===== src/core/pepc_pkg.sv =====
package pepc_pkg;

  localparam int unsigned DATA_W = 32;

  // register byte offsets
  localparam logic [11:0] REG_CTRL   = 12'h740;
  localparam logic [11:0] REG_STAT   = 12'h744;
  localparam logic [11:0] REG_REPCTL = 12'h748;
  localparam logic [11:0] REG_TALLY  = 12'h74c;

  // control, status and header field positions
  localparam int unsigned CTRL_DIS_BIT   = 0;
  localparam int unsigned CTRL_INJ_BIT   = 1;
  localparam int unsigned CTRL_LEN_LSB   = 8;
  localparam int unsigned CTRL_LEN_MSB   = 15;
  localparam int unsigned STAT_ERR_BIT   = 0;
  localparam int unsigned HDR_LEN_LSB    = 0;
  localparam int unsigned HDR_LEN_MSB    = 7;

  // reset values and tally limit
  localparam logic [7:0] LEN_RST    = 8'h00;
  localparam logic [1:0] REPORT_RST = 2'h2;
  localparam logic [7:0] TALLY_MAX  = 8'hff;
  localparam logic [7:0] TALLY_RST  = 8'h00;

  localparam logic [1:0] HTRANS_NONSEQ = 2'h2;

  typedef enum logic [1:0] {
    PEPC_REP_NONE     = 2'b00,
    PEPC_REP_COR      = 2'b01,
    PEPC_REP_NONFATAL = 2'b10,
    PEPC_REP_FATAL    = 2'b11
  } pepc_report_e;

  // one double word with its parity and packet framing
  typedef struct packed {
    logic              sop;
    logic              eop;
    logic              parity;
    logic [DATA_W-1:0] data;
  } pepc_dword_s;

  localparam int unsigned DWORD_W = DATA_W + 3;

endpackage : pepc_pkg


===== src/core/pepc_fifo.sv =====
`timescale 1ns/1ps
`default_nettype none
module pepc_fifo #(
  parameter int unsigned WIDTH = 35,
  parameter int unsigned DEPTH = 8
) (
  input  wire logic             hclk,
  input  wire logic             hresetn,
  input  wire logic             in_valid,
  output logic                  in_ready,
  input  wire logic [WIDTH-1:0] in_data,
  output logic                  out_valid,
  input  wire logic             out_ready,
  output logic      [WIDTH-1:0] out_data
);
  localparam int unsigned AW = $clog2(DEPTH);

  logic [WIDTH-1:0] mem [DEPTH];
  logic [AW-1:0]    wr_ptr;
  logic [AW-1:0]    rd_ptr;
  logic [AW:0]      count;
  logic             push;
  logic             pop;

  assign in_ready  = (count != (AW+1)'(DEPTH));
  assign out_valid = (count != '0);
  assign push      = in_valid && in_ready;
  assign pop       = out_valid && out_ready;
  assign out_data  = mem[rd_ptr];

  always_ff @(posedge hclk) begin
    if (push) begin
      mem[wr_ptr] <= in_data;
    end
  end

  always_ff @(posedge hclk or negedge hresetn) begin
    if (!hresetn) begin
      wr_ptr <= '0;
      rd_ptr <= '0;
      count  <= '0;
    end else begin
      if (push) begin
        wr_ptr <= (wr_ptr == AW'(DEPTH-1)) ? '0 : wr_ptr + 1'b1;
      end
      if (pop) begin
        rd_ptr <= (rd_ptr == AW'(DEPTH-1)) ? '0 : rd_ptr + 1'b1;
      end
      count <= count + (AW+1)'(push) - (AW+1)'(pop);
    end
  end
endmodule // pepc_fifo
`default_nettype wire


===== src/core/pepc_port.sv =====
// Chosen here: the AHB-Lite slave port.
`timescale 1ns/1ps
`default_nettype none
module pepc_port
  import pepc_pkg::*;
#(
  parameter int unsigned FIFO_DEPTH = 8
) (
  input  wire logic              hclk,
  input  wire logic              hresetn,
  input  wire logic              sticky_rstn,
  // ahb-lite slave
  input  wire logic              hsel,
  input  wire logic [11:0]       haddr,
  input  wire logic [1:0]        htrans,
  input  wire logic              hwrite,
  input  wire logic [2:0]        hsize,
  input  wire logic [DATA_W-1:0] hwdata,
  input  wire logic              hready,
  output logic                   hreadyout,
  output logic                   hresp,
  output logic      [DATA_W-1:0] hrdata,
  // egress toward the switch core (port generates parity)
  input  wire logic              tx_valid,
  output logic                   tx_ready,
  input  wire logic              tx_sop,
  input  wire logic              tx_eop,
  input  wire logic [DATA_W-1:0] tx_data,
  output logic                   core_valid,
  input  wire logic              core_ready,
  output pepc_dword_s            core_dword,
  // ingress from the switch core (port checks parity)
  input  wire logic              rx_valid,
  input  wire pepc_dword_s       rx_dword,
  // error reporting message request
  output logic                   report_valid,
  output pepc_report_e           report_kind
);

  // sticky control and tally, only sticky_rstn resets them; flag and report_sel reset on hresetn
  logic         check_disable;
  logic         bad_parity_inject;
  logic [7:0]   match_length;
  logic         parity_error_flag;
  pepc_report_e report_sel;
  logic [7:0]   parity_error_tally;

  // ahb address phase capture
  logic         ap_valid;
  logic         ap_write;
  logic [11:0]  ap_addr;
  logic         ap_take;

  assign ap_take   = hsel && hready && htrans == HTRANS_NONSEQ;
  assign hreadyout = 1'b1;
  assign hresp     = 1'b0;

  always_ff @(posedge hclk or negedge hresetn) begin
    if (!hresetn) begin
      ap_valid <= 1'b0;
      ap_write <= 1'b0;
      ap_addr  <= '0;
    end else if (hready) begin
      ap_valid <= ap_take;
      ap_write <= hwrite;
      ap_addr  <= haddr;
    end
  end

  logic wr_ctrl;
  logic wr_stat;
  logic wr_rep;
  logic rd_tally;
  assign wr_ctrl  = ap_valid && ap_write && ap_addr == REG_CTRL;
  assign wr_stat  = ap_valid && ap_write && ap_addr == REG_STAT;
  assign wr_rep   = ap_valid && ap_write && ap_addr == REG_REPCTL;
  assign rd_tally = ap_take && !hwrite && haddr == REG_TALLY;

  // read data registered at the address phase; unmapped reads give zero
  always_ff @(posedge hclk or negedge hresetn) begin
    if (!hresetn) begin
      hrdata <= '0;
    end else if (ap_take && !hwrite) begin
      hrdata <= '0;
      case (haddr)
        REG_CTRL: begin
          hrdata[CTRL_DIS_BIT]                <= check_disable;
          hrdata[CTRL_INJ_BIT]                <= bad_parity_inject;
          hrdata[CTRL_LEN_MSB:CTRL_LEN_LSB]   <= match_length;
        end
        REG_STAT:   hrdata[STAT_ERR_BIT] <= parity_error_flag;
        REG_REPCTL: hrdata[1:0]          <= report_sel;
        REG_TALLY:  hrdata[7:0]          <= parity_error_tally;
        default:    hrdata <= '0;
      endcase
    end
  end

  always_ff @(posedge hclk or negedge sticky_rstn) begin
    if (!sticky_rstn) begin
      check_disable     <= 1'b0;
      bad_parity_inject <= 1'b0;
      match_length      <= LEN_RST;
    end else if (wr_ctrl) begin
      check_disable     <= hwdata[CTRL_DIS_BIT];
      bad_parity_inject <= hwdata[CTRL_INJ_BIT];
      match_length      <= hwdata[CTRL_LEN_MSB:CTRL_LEN_LSB];
    end
  end

  always_ff @(posedge hclk or negedge hresetn) begin
    if (!hresetn) begin
      report_sel <= pepc_report_e'(REPORT_RST);
    end else if (wr_rep) begin
      report_sel <= pepc_report_e'(hwdata[1:0]);
    end
  end

  // ingress parity check
  logic parity_err;
  assign parity_err = rx_valid && !check_disable && ((^rx_dword.data) != rx_dword.parity);

  always_ff @(posedge hclk or negedge hresetn) begin
    if (!hresetn) begin
      parity_error_flag <= 1'b0;
    end else if (parity_err) begin
      parity_error_flag <= 1'b1;
    end else if (wr_stat && hwdata[STAT_ERR_BIT]) begin
      parity_error_flag <= 1'b0;
    end
  end

  // saturating tally; an error in the read cycle survives as one
  always_ff @(posedge hclk or negedge sticky_rstn) begin
    if (!sticky_rstn) begin
      parity_error_tally <= TALLY_RST;
    end else if (rd_tally) begin
      parity_error_tally <= parity_err ? 8'h01 : TALLY_RST;
    end else if (parity_err && parity_error_tally != TALLY_MAX) begin
      parity_error_tally <= parity_error_tally + 8'h01;
    end
  end

  always_ff @(posedge hclk or negedge hresetn) begin
    if (!hresetn) begin
      report_valid <= 1'b0;
      report_kind  <= PEPC_REP_NONE;
    end else begin
      report_valid <= parity_err && !parity_error_flag && report_sel != PEPC_REP_NONE;
      report_kind  <= report_sel;
    end
  end

  // egress: per-packet match latched at start of packet
  logic in_pkt_match;
  logic cur_match;
  logic fifo_in_ready;
  pepc_dword_s gen_dword;

  assign cur_match = bad_parity_inject &&
    (tx_sop ? (tx_data[HDR_LEN_MSB:HDR_LEN_LSB] == match_length) : in_pkt_match);

  always_ff @(posedge hclk or negedge hresetn) begin
    if (!hresetn) begin
      in_pkt_match <= 1'b0;
    end else if (tx_valid && fifo_in_ready && tx_sop) begin
      in_pkt_match <= tx_data[HDR_LEN_MSB:HDR_LEN_LSB] == match_length;
    end
  end

  always_comb begin
    gen_dword.sop    = tx_sop;
    gen_dword.eop    = tx_eop;
    gen_dword.data   = tx_data;
    gen_dword.parity = (^tx_data) ^ cur_match;
  end

  assign tx_ready = fifo_in_ready;

  logic [DWORD_W-1:0] fifo_out;
  pepc_fifo #(
    .WIDTH (DWORD_W),
    .DEPTH (FIFO_DEPTH)
  ) u_fifo (
    .hclk      (hclk),
    .hresetn   (hresetn),
    .in_valid  (tx_valid),
    .in_ready  (fifo_in_ready),
    .in_data   (gen_dword),
    .out_valid (core_valid),
    .out_ready (core_ready),
    .out_data  (fifo_out)
  );
  assign core_dword = pepc_dword_s'(fifo_out);
endmodule // pepc_port
`default_nettype wire


===== config.mk =====
export PLATFORM = sky130hd
export DESIGN_NAME = pepc_port
export DESIGN_NICKNAME = d
export VERILOG_FILES = /design/src/core/pepc_pkg.sv /design/src/core/pepc_fifo.sv /design/src/core/pepc_port.sv
export SDC_FILE = /design/constraint.sdc
export NUM_CORES = 1
export LEC_CHECK = 0
export BUFFER_PORTS_ARGS = -buffer_cell sky130_fd_sc_hd__buf_2
export CAP_MARGIN = 25
export CORE_MARGIN = 5
export CORE_UTILIZATION = 30
export CTS_CLUSTER_SIZE = 8
export DETAILED_ROUTE_END_ITERATION = 10
export SYNTH_ARGS = -nofsm -noshare
export SYNTH_HDL_FRONTEND = slang
export SYNTH_SLANG_ARGS = --single-unit

===== constraint.sdc =====
create_clock -name hclk -period 11.7 [get_ports hclk]
set_input_delay 1.755 -clock hclk [delete_from_list [all_inputs] [get_ports hclk]]
set_output_delay 1.755 -clock hclk [all_outputs]
set_load 0.02 [all_outputs]

Word level (Yosys, flattened, before mapping)
Memories as Yosys holds them, arrays and structs flattened. Cells that the tools add are included.

Logic and storage cells: 78. Output and inout bits: 74. Latch bits: 0. Register bits: 65. Memory bits (read-only): 0. Memory bits (writable): 280. Input bits: 127. Memories kept: 1.

Shift-type cells: 0. Equal/unequal tests: 14. Mux-type cells: 14. Bitwise logic cells: 1. Div/mod/pow operators: 0. Add/sub/neg operators: 5. Reduce and logical (&&, ||, !) cells: 27. $lt $le $gt $ge: 0. Multiply operators: 0.

Memory list: u_fifo.mem (words 8, bits a word 35, rd ports 1, clocked after memory_dff 0, wr ports 1, line pepc_fifo.sv:18) `logic [WIDTH-1:0] mem [DEPTH];`.

Operators by type and width (count): equality test 12 x 11 -> 1 bit (second input constant) (7); parity 32 bit (2); two-way mux 8 bit (3); logical AND 1 bit (18); adder 8 x 1 -> 8 bit (second input constant) (1); equality test 8 bit (1); inequality test 8 bit (second input constant) (1); adder 3 x 1 -> 3 bit (second input constant) (2); equality test 3 bit (second input constant) (2); two-way mux 1 bit (6); two-way mux 3 bit (2); two-way mux 6 bit (1); nonzero test 2 bit (3); adder 4 x 1 -> 4 bit (1); inequality test 4 bit (second input constant) (1); case mux 1 bit (4 select lines) (1); nonzero test 4 bit (1); subtractor 4 x 1 -> 4 bit (1); zero test 1 bit (3); case mux 1 bit (3 select lines) (1); equality test 2 bit (second input constant) (1); inequality test 1 bit (1); bitwise XOR 1 bit (1).

Longest topological paths before layout
Gate-level depths: netlist of the first run.

Word-level depth: 6. Gate-level depth with buffers: 11. Mapped depth without buffers: 11.

Modules after synthesis
A second synthesis of the first run with hierarchy kept.

Cells, all modules: 732. Area total of the unflattened synthesis: 14491.4 µm².

By module, submodules not included: pepc_fifo (area an instance 11394.7 µm², instances 1, seq. area each 8658.3 µm², cells each 462); pepc_port (area an instance 3096.7 µm², instances 1, seq. area each 1377.6 µm², cells each 270).

Least setup slack after synthesis of the first run
OpenSTA, ideal clock, no wires.

Kind: input to register. From: in tx_valid. To: mem u_fifo.mem[0][0] (enable). Library setup time: 515 ps. Cell stages on the path: 2. Arrival time: 5285 ps. Path slack: 5900 ps. Path buffers: 0. Required time: 11185 ps. Cell sequence: nand2_1 nor4_1.

Longest elaborated chain between the ends: 3.

RTL lines: start: declaration (line pepc_port.sv:24) `input wire logic tx_valid,`; logical AND 1 bit (line pepc_fifo.sv:27) `assign push = in_valid && in_ready;`; two-way mux 1 bit (line pepc_fifo.sv:32) `if (push) begin`; two-way mux 1 bit (not written as such) (line pepc_fifo.sv:33) `mem[wr_ptr] <= in_data;`; end: declaration (line pepc_fifo.sv:18).

No other way between the ends.

==> flow_summary.yaml, run 1 <==
cts:
  clkTransAtPathRegs_ps: 50
  cts_setup_buffers: 0
  hold_buffers: 0
  cts_tree: "yes"
  insertion_delay_ps: 560
  clockBufferDepth: 3
  cts_buffers: 49
  root_buffer: "clkbuf_16"
  cts-htree-levels: 2
  numClockSinks: 345
  cts_resized: 0
synthesis:
  synth_top_area_share: 0.593
  synth_area_leader_cell: "edfxtp_1"
  yosysMostFrequentCell: "edfxtp_1"
  ys_warn_count: 0
  synthTopCellsByCount: "280 x edfxtp_1, 71 x mux4_2, 66 x mux2_2"
  yosysSeqAreaShare: 0.708
  ys_types: 44
  ys_top_cells_by_area: "edfxtp_1 59%, dfrtp_1 11%, mux4_2 11%"
  syn-cell-area_um2: 14200
  syn_area_per_cell_um2: 19.2
  synth_edf_count: 280
  synthCells: 739
  ys_dominant_reg_cell: "edfxtp_1"
  async_flop_share: 0.188
  synth-seq-cells: 345
timing:
  slew_headroom: 0.312
  maxSlewViolCount: 0
  setup_viol: 0
  tns_ps: 0
  min_period_ps: 5100
  timing.final.crit_share: 0.436
  max_slew.worst_pin.slew_ps: 1000
  holdWs_ps: 422
  rsz0062_at_grt: "no"
  finClkSkew_ps: 26.6
  hold_viol: 0
  fmax_mhz: 196
routing:
  drt-vias-per-instance: 4.66
  drt-initial-drc-count: 378
  drt-wirelength-per-cell_um: 20.1
  drcViolationCount: 0
  via_count: 7233
  finalWirelength_um: 31100
  drt_first_pass_iters: 4
  antenna_left: 0
placement:
  place_area_um2: 15700
  port_buffers: 155
  gp_congestion: 0.724
  hpwlAfterDp_um: 18200
cells_and_area:
  seq_area_um2: 10000
  nets: 1068
  final_cell_area_um2: 17100
  postLayoutCoreUtil: 0.366
  multi_input_area_um2: 3960
  drive_gt1_frac: 0.395
  syn2layout_area_growth_pct: 20.4
  diodes: 0
  fillers: 4379
global_routing:
  use_met1: 0.159
  use_met3: 0.0335
  gr-total-overflow: 0
  met2_usage: 0.195
  grt_pass1_wl_um: 47000
  grt_use_total: 0.120
  antenna_found_initial: 3
  grt_pass1_vias: 7895
  grt_max_degree: 48
  grt_busiest_layer: "met2"
hold_path:
  hold_depth: 0
  hp-class: "reg2reg"
setup_path:
  crit_fanout: 40
  r2r_cells: 8
  crit_type: "reg2out"
  crit_path_start_kind: "register"
  arrival_ps: 3350
  setup.worst_path.end_class: "output port"
  cp.required_ps: 9950
power_and_ir_drop:
  p_leak_uw: 0.00609
  power_density_nw_per_um2: 239
  vdd_drop_max_uv: 108
run_status:
  status: "finished, final reports clean"
floorplan:
  core_um2: 46700
  fp-row-count: 79
  start_util: 0.304
  die-area_um2: 51700
  die_w_um: 227
  fp.dieH_um: 227
  ios: 201
run:
  maxCapViolCount: 0
flip-flops by register name, summed over array words and instances, names as in the netlist, 2 cells and up:
| register | flops |
|---|---|
| u_fifo.mem | 280 |
| hrdata | 16 |
| ap_addr | 12 |
| match_length | 8 |
| parity_error_tally | 8 |
| u_fifo.count | 4 |
| u_fifo.rd_ptr | 3 |
| u_fifo.wr_ptr | 3 |
| report_kind | 2 |
| report_sel | 2 |
power breakdown:
group	total (uW)	switching [uW]	internal [uW]
clock	1280	491	785
combinational	1150	629	524
sequential	1650	118	1530
through the flow:
stage               cells  power, uW  setup WS (ps)
detailed placement   1485       2870           7000
finish               1553       4080           6600
global route         1553       4300           6300
CTS                  1553       4170           6420
global placement     1485       2840           7060
floorplan             755       2470           5900
worst paths after layout:
check | start | to | slack, ps
max | u_fifo.rd_ptr[0] | core_dword[5] | 6600
min | report_sel[1] | report_kind[1] | 420
max reg2reg | u_fifo.count[2] | u_fifo.mem[1][16] | 9160
min reg2reg | report_sel[1] | report_kind[1] | 420
max in group asynchronous | hresetn | u_fifo.rd_ptr[0] | 9870
min in group asynchronous | sticky_rstn | match_length[2] | 1150
cell type report:
type	instances	share of cell area
timing repair buffer	168	0.0512
inverter	10	0.00220
clock inverter	4	0.00521
sequential	345	0.589
clock buffer	64	0.0758
multi-input combinational	355	0.232
tap	607	0.0445
worst max-delay path, cell delays in order, from the launching register on:
cell     delay (ps)
dfrtp_4         860
buf_4           800
mux4_2          590
mux2_2          330
buf_2           170
metal layers:
| layer | wire length [um] | part of all wire |
|---|---|---|
| met5 | 26 | 0.00083 |
| met4 | 674 | 0.022 |
| met3 | 1960 | 0.063 |
| met2 | 14800 | 0.48 |
| met1 | 13600 | 0.44 |
placed cells by master, fill, tap and decap left out, types with 4 or more instances in the layout:
cell type,synthesis,final
buf_4,19,13
clkbuf_1,19,14
edfxtp_1,280,280
nand2b_1,6,6
nand3_1,5,5
nor2_1,11,8
o31ai_1,5,5
o21ai_0,5,5
clkbuf_16,0,49
mux4_2,71,71
nor3_1,9,5
a22o_1,14,14
xor2_1,8,8
ha_1,11,11
conb_1,2,18
buf_2,3,155
nand4_1,4,4
nor3_2,1,5
xnor2_1,61,61
dfrtp_1,64,61
inv_1,10,10
a21oi_1,8,8
mux2_2,66,66
nand2_1,22,22
cells by family after synthesis:
family,share of synthesized area
XOR/XNOR,0.0459
flip-flops,0.708
AO/OA/AOI/OAI,0.0193
multiplexers,0.166
AND/OR/NAND/NOR,0.0291
buffers and inverters,0.0199
other,0.000530
adder cells (fa/ha/maj),0.0111
Power figures use the tool's default switching activity.
==> inputs of run 2 (changes only) <==
ABC_AREA = 1   (was not set)
clock period = 4.7 ns   (was 11.7 ns; I/O delays follow)
==> flow_summary.yaml, run 2 <==
routing:
  drt-wirelength-per-cell_um: 16.5
  finalWirelength_um: 37200
  drt-vias-per-instance: 4.64
  drcViolationCount: 0
  antenna_left: 0
  via_count: 10500
  drt-initial-drc-count: 445
  drt_first_pass_iters: 5
cells_and_area:
  drive_gt1_frac: 0.182
  syn2layout_area_growth_pct: 19.9
  reg.largest.list: "u_fifo.mem x280, hrdata x16, ap_addr x12"
  mostFrequentLayoutCell: "edfxtp_1"
  nets: 1692
  regMostFlops: "u_fifo.mem"
  diodes: 0
  mostFrequentLayoutCells: "280 x edfxtp_1, 266 x nor2_1, 219 x nand2_1"
  largest_register_ffs: 280
  fillers: 4905
synthesis:
  ys_warn_count: 0
  ys_types: 42
  yosysSeqAreaShare: 0.664
  ys_top_cells_by_area: "edfxtp_1 56%, dfrtp_1 11%, nor2_1 6.8%"
  synth_area_leader_cell: "edfxtp_1"
  synth_top_area_share: 0.556
  syn-cell-area_um2: 15100
  synthCells: 1389
  synthTopCellsByCount: "280 x edfxtp_1, 274 x nor2_1, 219 x nand2_1"
  syn_area_per_cell_um2: 10.9
  synth_edf_count: 280
  synth-seq-cells: 345
  async_flop_share: 0.188
  yosysMostFrequentCell: "edfxtp_1"
  ys_dominant_reg_cell: "edfxtp_1"
floorplan:
  fp-row-count: 82
  start_util: 0.303
  die-area_um2: 55000
  core_um2: 50000
  fp.dieH_um: 234
  ios: 201
  die_w_um: 234
hold_path:
  hp-class: "in2async"
timing:
  setup_viol: 0
  finClkSkew_ps: 29.7
  slew_headroom: 0.337
  tns_ps: 0
  min_period_ps: 3980
  maxSlewViolCount: 0
  rsz0062_at_grt: "no"
  timing.final.crit_share: 0.846
  fmax_mhz: 251
  max_slew.worst_pin.slew_ps: 992
  hold_viol: 0
power_and_ir_drop:
  p_leak_uw: 0.00704
  power.total_uw: 10500
  power_density_nw_per_um2: 582
  vdd_drop_max_uv: 285
setup_path:
  arrival_ps: 3270
  setup.worst_path.end_class: "output port"
  cp.required_ps: 3990
  slowest_stage: "dfrtp_4"
  crit_path_start_kind: "register"
  crit_type: "reg2out"
  crit_fanout: 78
  path_cells: "buf_4 > o21ai_0 > o22ai_1 > nor2_1 > a31oi_1 > buf_2"
  max_stage_delay_ps: 880
placement:
  hpwlAfterDp_um: 22700
  port_buffers: 155
  gp_congestion: 0.807
global_routing:
  grt_use_total: 0.134
  grt_pass1_vias: 10500
  grt_pass1_wl_um: 57500
  antenna_found_initial: 2
  grt_max_degree: 93
  gr-total-overflow: 0
cts:
  cts-htree-levels: 2
  root_buffer: "clkbuf_16"
  clkTransAtPathRegs_ps: 50
  clockBufferDepth: 3
  insertion_delay_ps: 590
  cts_tree: "yes"
  numClockSinks: 345
  cts_buffers: 50
  hold_buffers: 0
  cts_setup_buffers: 0
  cts_resized: 0
run:
  maxCapViolCount: 0
run_status:
  status: "finished, final reports clean"
-- run 2: changes by cell type after synthesis, sizes merged, moves of 20 or more --
cell	change
xnor2	-26
o22ai	+36
o21ai	+153
clkbuf	+24
a31oi	+35
nor2	+266
inv	+73
mux2	-53
nand2	+210
mux4	-71
nand3	+20
-- run 2: metal layers --
layer	routed length [um]	vias to the layer above	track usage
li1	-	5094	-
met1	16100	4972	0.175
met2	17300	327	0.215
met3	2760	72	0.0375
met4	1050	4	0.0463
met5	27	-	0
-- run 2: per-stage QoR --
stage	setup slack (ps)	utilization	hold WS [ps]	std cells	cell area [um2]
5_1_grt	502	0.363	92.2	2256	18100
4_1_cts	687	0.363	71.8	2256	18100
3_3_place_gp	1280	0.333	419	2173	16600
3_5_place_dp	1310	0.333	420	2173	16600
2_1_floorplan	1660	-	396	1405	15200
6_report	722	0.363	88.9	2256	18100
-- run 2: path summary, 6_finish.rpt --
check	endpoint	from	depth (start not counted)	slack (ps)
worst max-delay path	core_dword[10]	u_fifo.rd_ptr[0]	6	720
worst min-delay path	parity_error_tally[7]	sticky_rstn	1	90
worst max register to register	u_fifo.mem[0][6]	u_fifo.count[2]	8	1840
worst min register to register	report_kind[1]	report_sel[1]	0	430
max in group asynchronous	u_fifo.rd_ptr[0]	hresetn	2	3970
min in group hclk	match_length[0]	hwdata[8]	2	370
-- run 2: area by class of cell --
cell class	instances	area, um2	area share
clock buffers	78	1380	0.0760
clock inverters	5	115	0.00635
inverters	84	318	0.0175
multi-input cells	900	4520	0.249
flip-flops and latches	345	10000	0.554
well taps	672	841	0.0464
repair buffers	172	916	0.0505
-- run 2: cell families after synthesis --
kind of cell	after synthesis	synth area share
mux	13	0.00968
fa+ha+maj	12	0.0104
simple gates	559	0.150
other cells	2	0.000497
buf+inv	160	0.0449
compound gates	252	0.0938
xor+xnor	46	0.0266
flops	345	0.664
-- run 2: critical path, delay by kind of cell, from the launching register on --
kind	cells	cell delay, ps
AO/OA/AOI/OAI	3	680
buffers and inverters	2	1000
flip-flops	1	880
AND/OR/NAND/NOR	1	60
-- run 2: report_power, final --
group          internal (uW)  leakage, uW  switching (uW)
registers               3770      0.00335             184
clock network           2060     0.000708            1310
logic                    972      0.00299            2250
total                   6800      0.00704            3740
==> inputs of run 3 (changes only) <==
clock period = 3.3 ns   (was 4.7 ns; I/O delays follow)
==> flow_summary.yaml, run 3 (synthesis gave the netlist of run 2 again) <==
setup_path:
  arrival_ps: 2650
  crit_type: "reg2out"
  worst-path-buf-inv: 3
  max_stage_delay_ps: 640
  slowest_stage: "dfrtp_4"
  crit_family: "buffers and inverters"
  setup.worst_path.end_class: "output port"
  cp.required_ps: 2800
  path_cells: "inv_6 > buf_12 > o21ai_0 > o22ai_1 > nor2_1 > a31oi_1 > buf_2"
  crit_path_start_kind: "register"
  crit_fanout: 64
timing:
  slew_headroom: 0.490
  max_slew.worst_pin.slew_ps: 766
  finClkSkew_ps: 29.1
  setup_viol: 0
  hold_viol: 0
  maxSlewViolCount: 0
  rsz0062_at_grt: "no"
  fmax_mhz: 317
  timing.final.crit_share: 0.955
  tns_ps: 0
  min_period_ps: 3150
  setup_ws_ps: 150
global_routing:
  grt_pass1_wl_um: 57300
  gr-total-overflow: 0
  antenna_found_initial: 4
  grt_pass1_vias: 10400
  grt_use_total: 0.133
  grt_max_degree: 115
routing:
  drt-initial-drc-count: 603
  drt-vias-per-instance: 4.66
  finalWirelength_um: 37800
  via_count: 10500
  drcViolationCount: 0
  antenna_left: 0
  drt_first_pass_iters: 5
  drt-wirelength-per-cell_um: 16.8
floorplan:
  core_um2: 50000
  die_w_um: 234
  fp-row-count: 82
  ios: 201
  die-area_um2: 55000
  fp.dieH_um: 234
  start_util: 0.303
cells_and_area:
  syn2layout_area_growth_pct: 20.6
  fillers: 4892
  regMostFlops: "u_fifo.mem"
  largest_register_ffs: 280
  nets: 1697
  reg.largest.list: "u_fifo.mem x280, hrdata x16, ap_addr x12"
  drive_gt1_frac: 0.183
  mostFrequentLayoutCells: "280 x edfxtp_1, 266 x nor2_1, 219 x nand2_1"
  mostFrequentLayoutCell: "edfxtp_1"
  final_cells: 2255
cts:
  cts_tree: "yes"
  insertion_delay_ps: 590
  clkTransAtPathRegs_ps: 50
  clockBufferDepth: 3
  cts-htree-levels: 2
  numClockSinks: 345
  root_buffer: "clkbuf_16"
  cts_buffers: 49
run:
  maxCapViolCount: 0
placement:
  place_ws_ps: 650
  port_buffers: 155
  hpwlAfterDp_um: 22600
  dp_cells: 2176
  gp_congestion: 0.818
power_and_ir_drop:
  p_leak_uw: 0.00708
  power_density_nw_per_um2: 825
  vdd_drop_max_uv: 508
run_status:
  status: "finished, final reports clean"
hold_path:
  hp-class: "in2reg"
-- run 3: cell types whose count changed in the layout (fill, tap and decap cells not counted) --
cell           delta
inv_4             -1
dlygate4sd3_1     +2
buf_16            +1
inv_6             +2
clkbuf_16         -1
clkbuf_1          -6
buf_6             +1
buf_12            +7
diode_2           +1
clkinv_8          -1
clkinv_4          -1
buf_4             -6
clkinv_1          +1
-- run 3: area by class of cell --
type	count	area [um2]	share of cell area
antenna	1	2.50	0.000137
sequential	345	10000	0.551
inverter	84	320	0.0176
clock buffer	70	1310	0.0716
tap	672	841	0.0461
timing repair buffer	178	1090	0.0601
multi-input combinational	900	4520	0.248
clock inverter	5	103	0.00563
-- run 3: timing repair --
item | 4_1_cts | 5_1_grt
resized for setup | 0 | 3
hold buffers | 2 | 0
setup buffers | 0 | 0
endpoints found under the hold margin | 21 | 0
setup endpoints to repair | 0 | 7
-- run 3: power breakdown --
part           internal (uW)  leakage [uW]  switching, uW  total, uW
combinational           1510       0.00306           3330       4840
sequential              5370       0.00335            204       5570
clock                   2800      0.000672           1830       4620
total                   9670       0.00708           5360      15000
-- run 3: metal layers --
layer	up-vias	wire, um	track usage	share of wire
met2	333	18000	0.221	0.48
li1	5097	-	-	-
met3	53	3080	0.0398	0.081
met4	6	568	0.0327	0.015
met5	-	39	0	0.0010
met1	5025	16100	0.172	0.43
-- run 3: worst paths after layout --
kind | start | slack (ps) | depth (start not counted) | end
worst max-delay path | u_fifo.rd_ptr[0] | 150 | 7 | core_dword[34]
worst min-delay path | haddr[10] | 160 | 3 | ap_addr[10]
worst max register to register | u_fifo.count[2] | 850 | 8 | u_fifo.mem[0][25]
worst min register to register | report_sel[1] | 430 | 0 | report_kind[1]
max in group asynchronous | hresetn | 2030 | 3 | ap_addr[8]
min in group asynchronous | sticky_rstn | 420 | 2 | parity_error_tally[7]
-- run 3: tightest hold or removal path, stage by stage --
cell	delay (ps)
buf_2	90
nand2_1	40
o21ai_0	60
-- run 3: per-stage QoR --
stage	util	hold WS [ps]	instance area, um2	total power, uW
2_1_floorplan	-	199	15200	8720
5_1_grt	0.365	150	18200	15900
3_5_place_dp	0.335	422	16800	10500
4_1_cts	0.364	124	18200	15200
6_report	0.365	159	18200	15000
3_3_place_gp	0.335	421	16800	10400
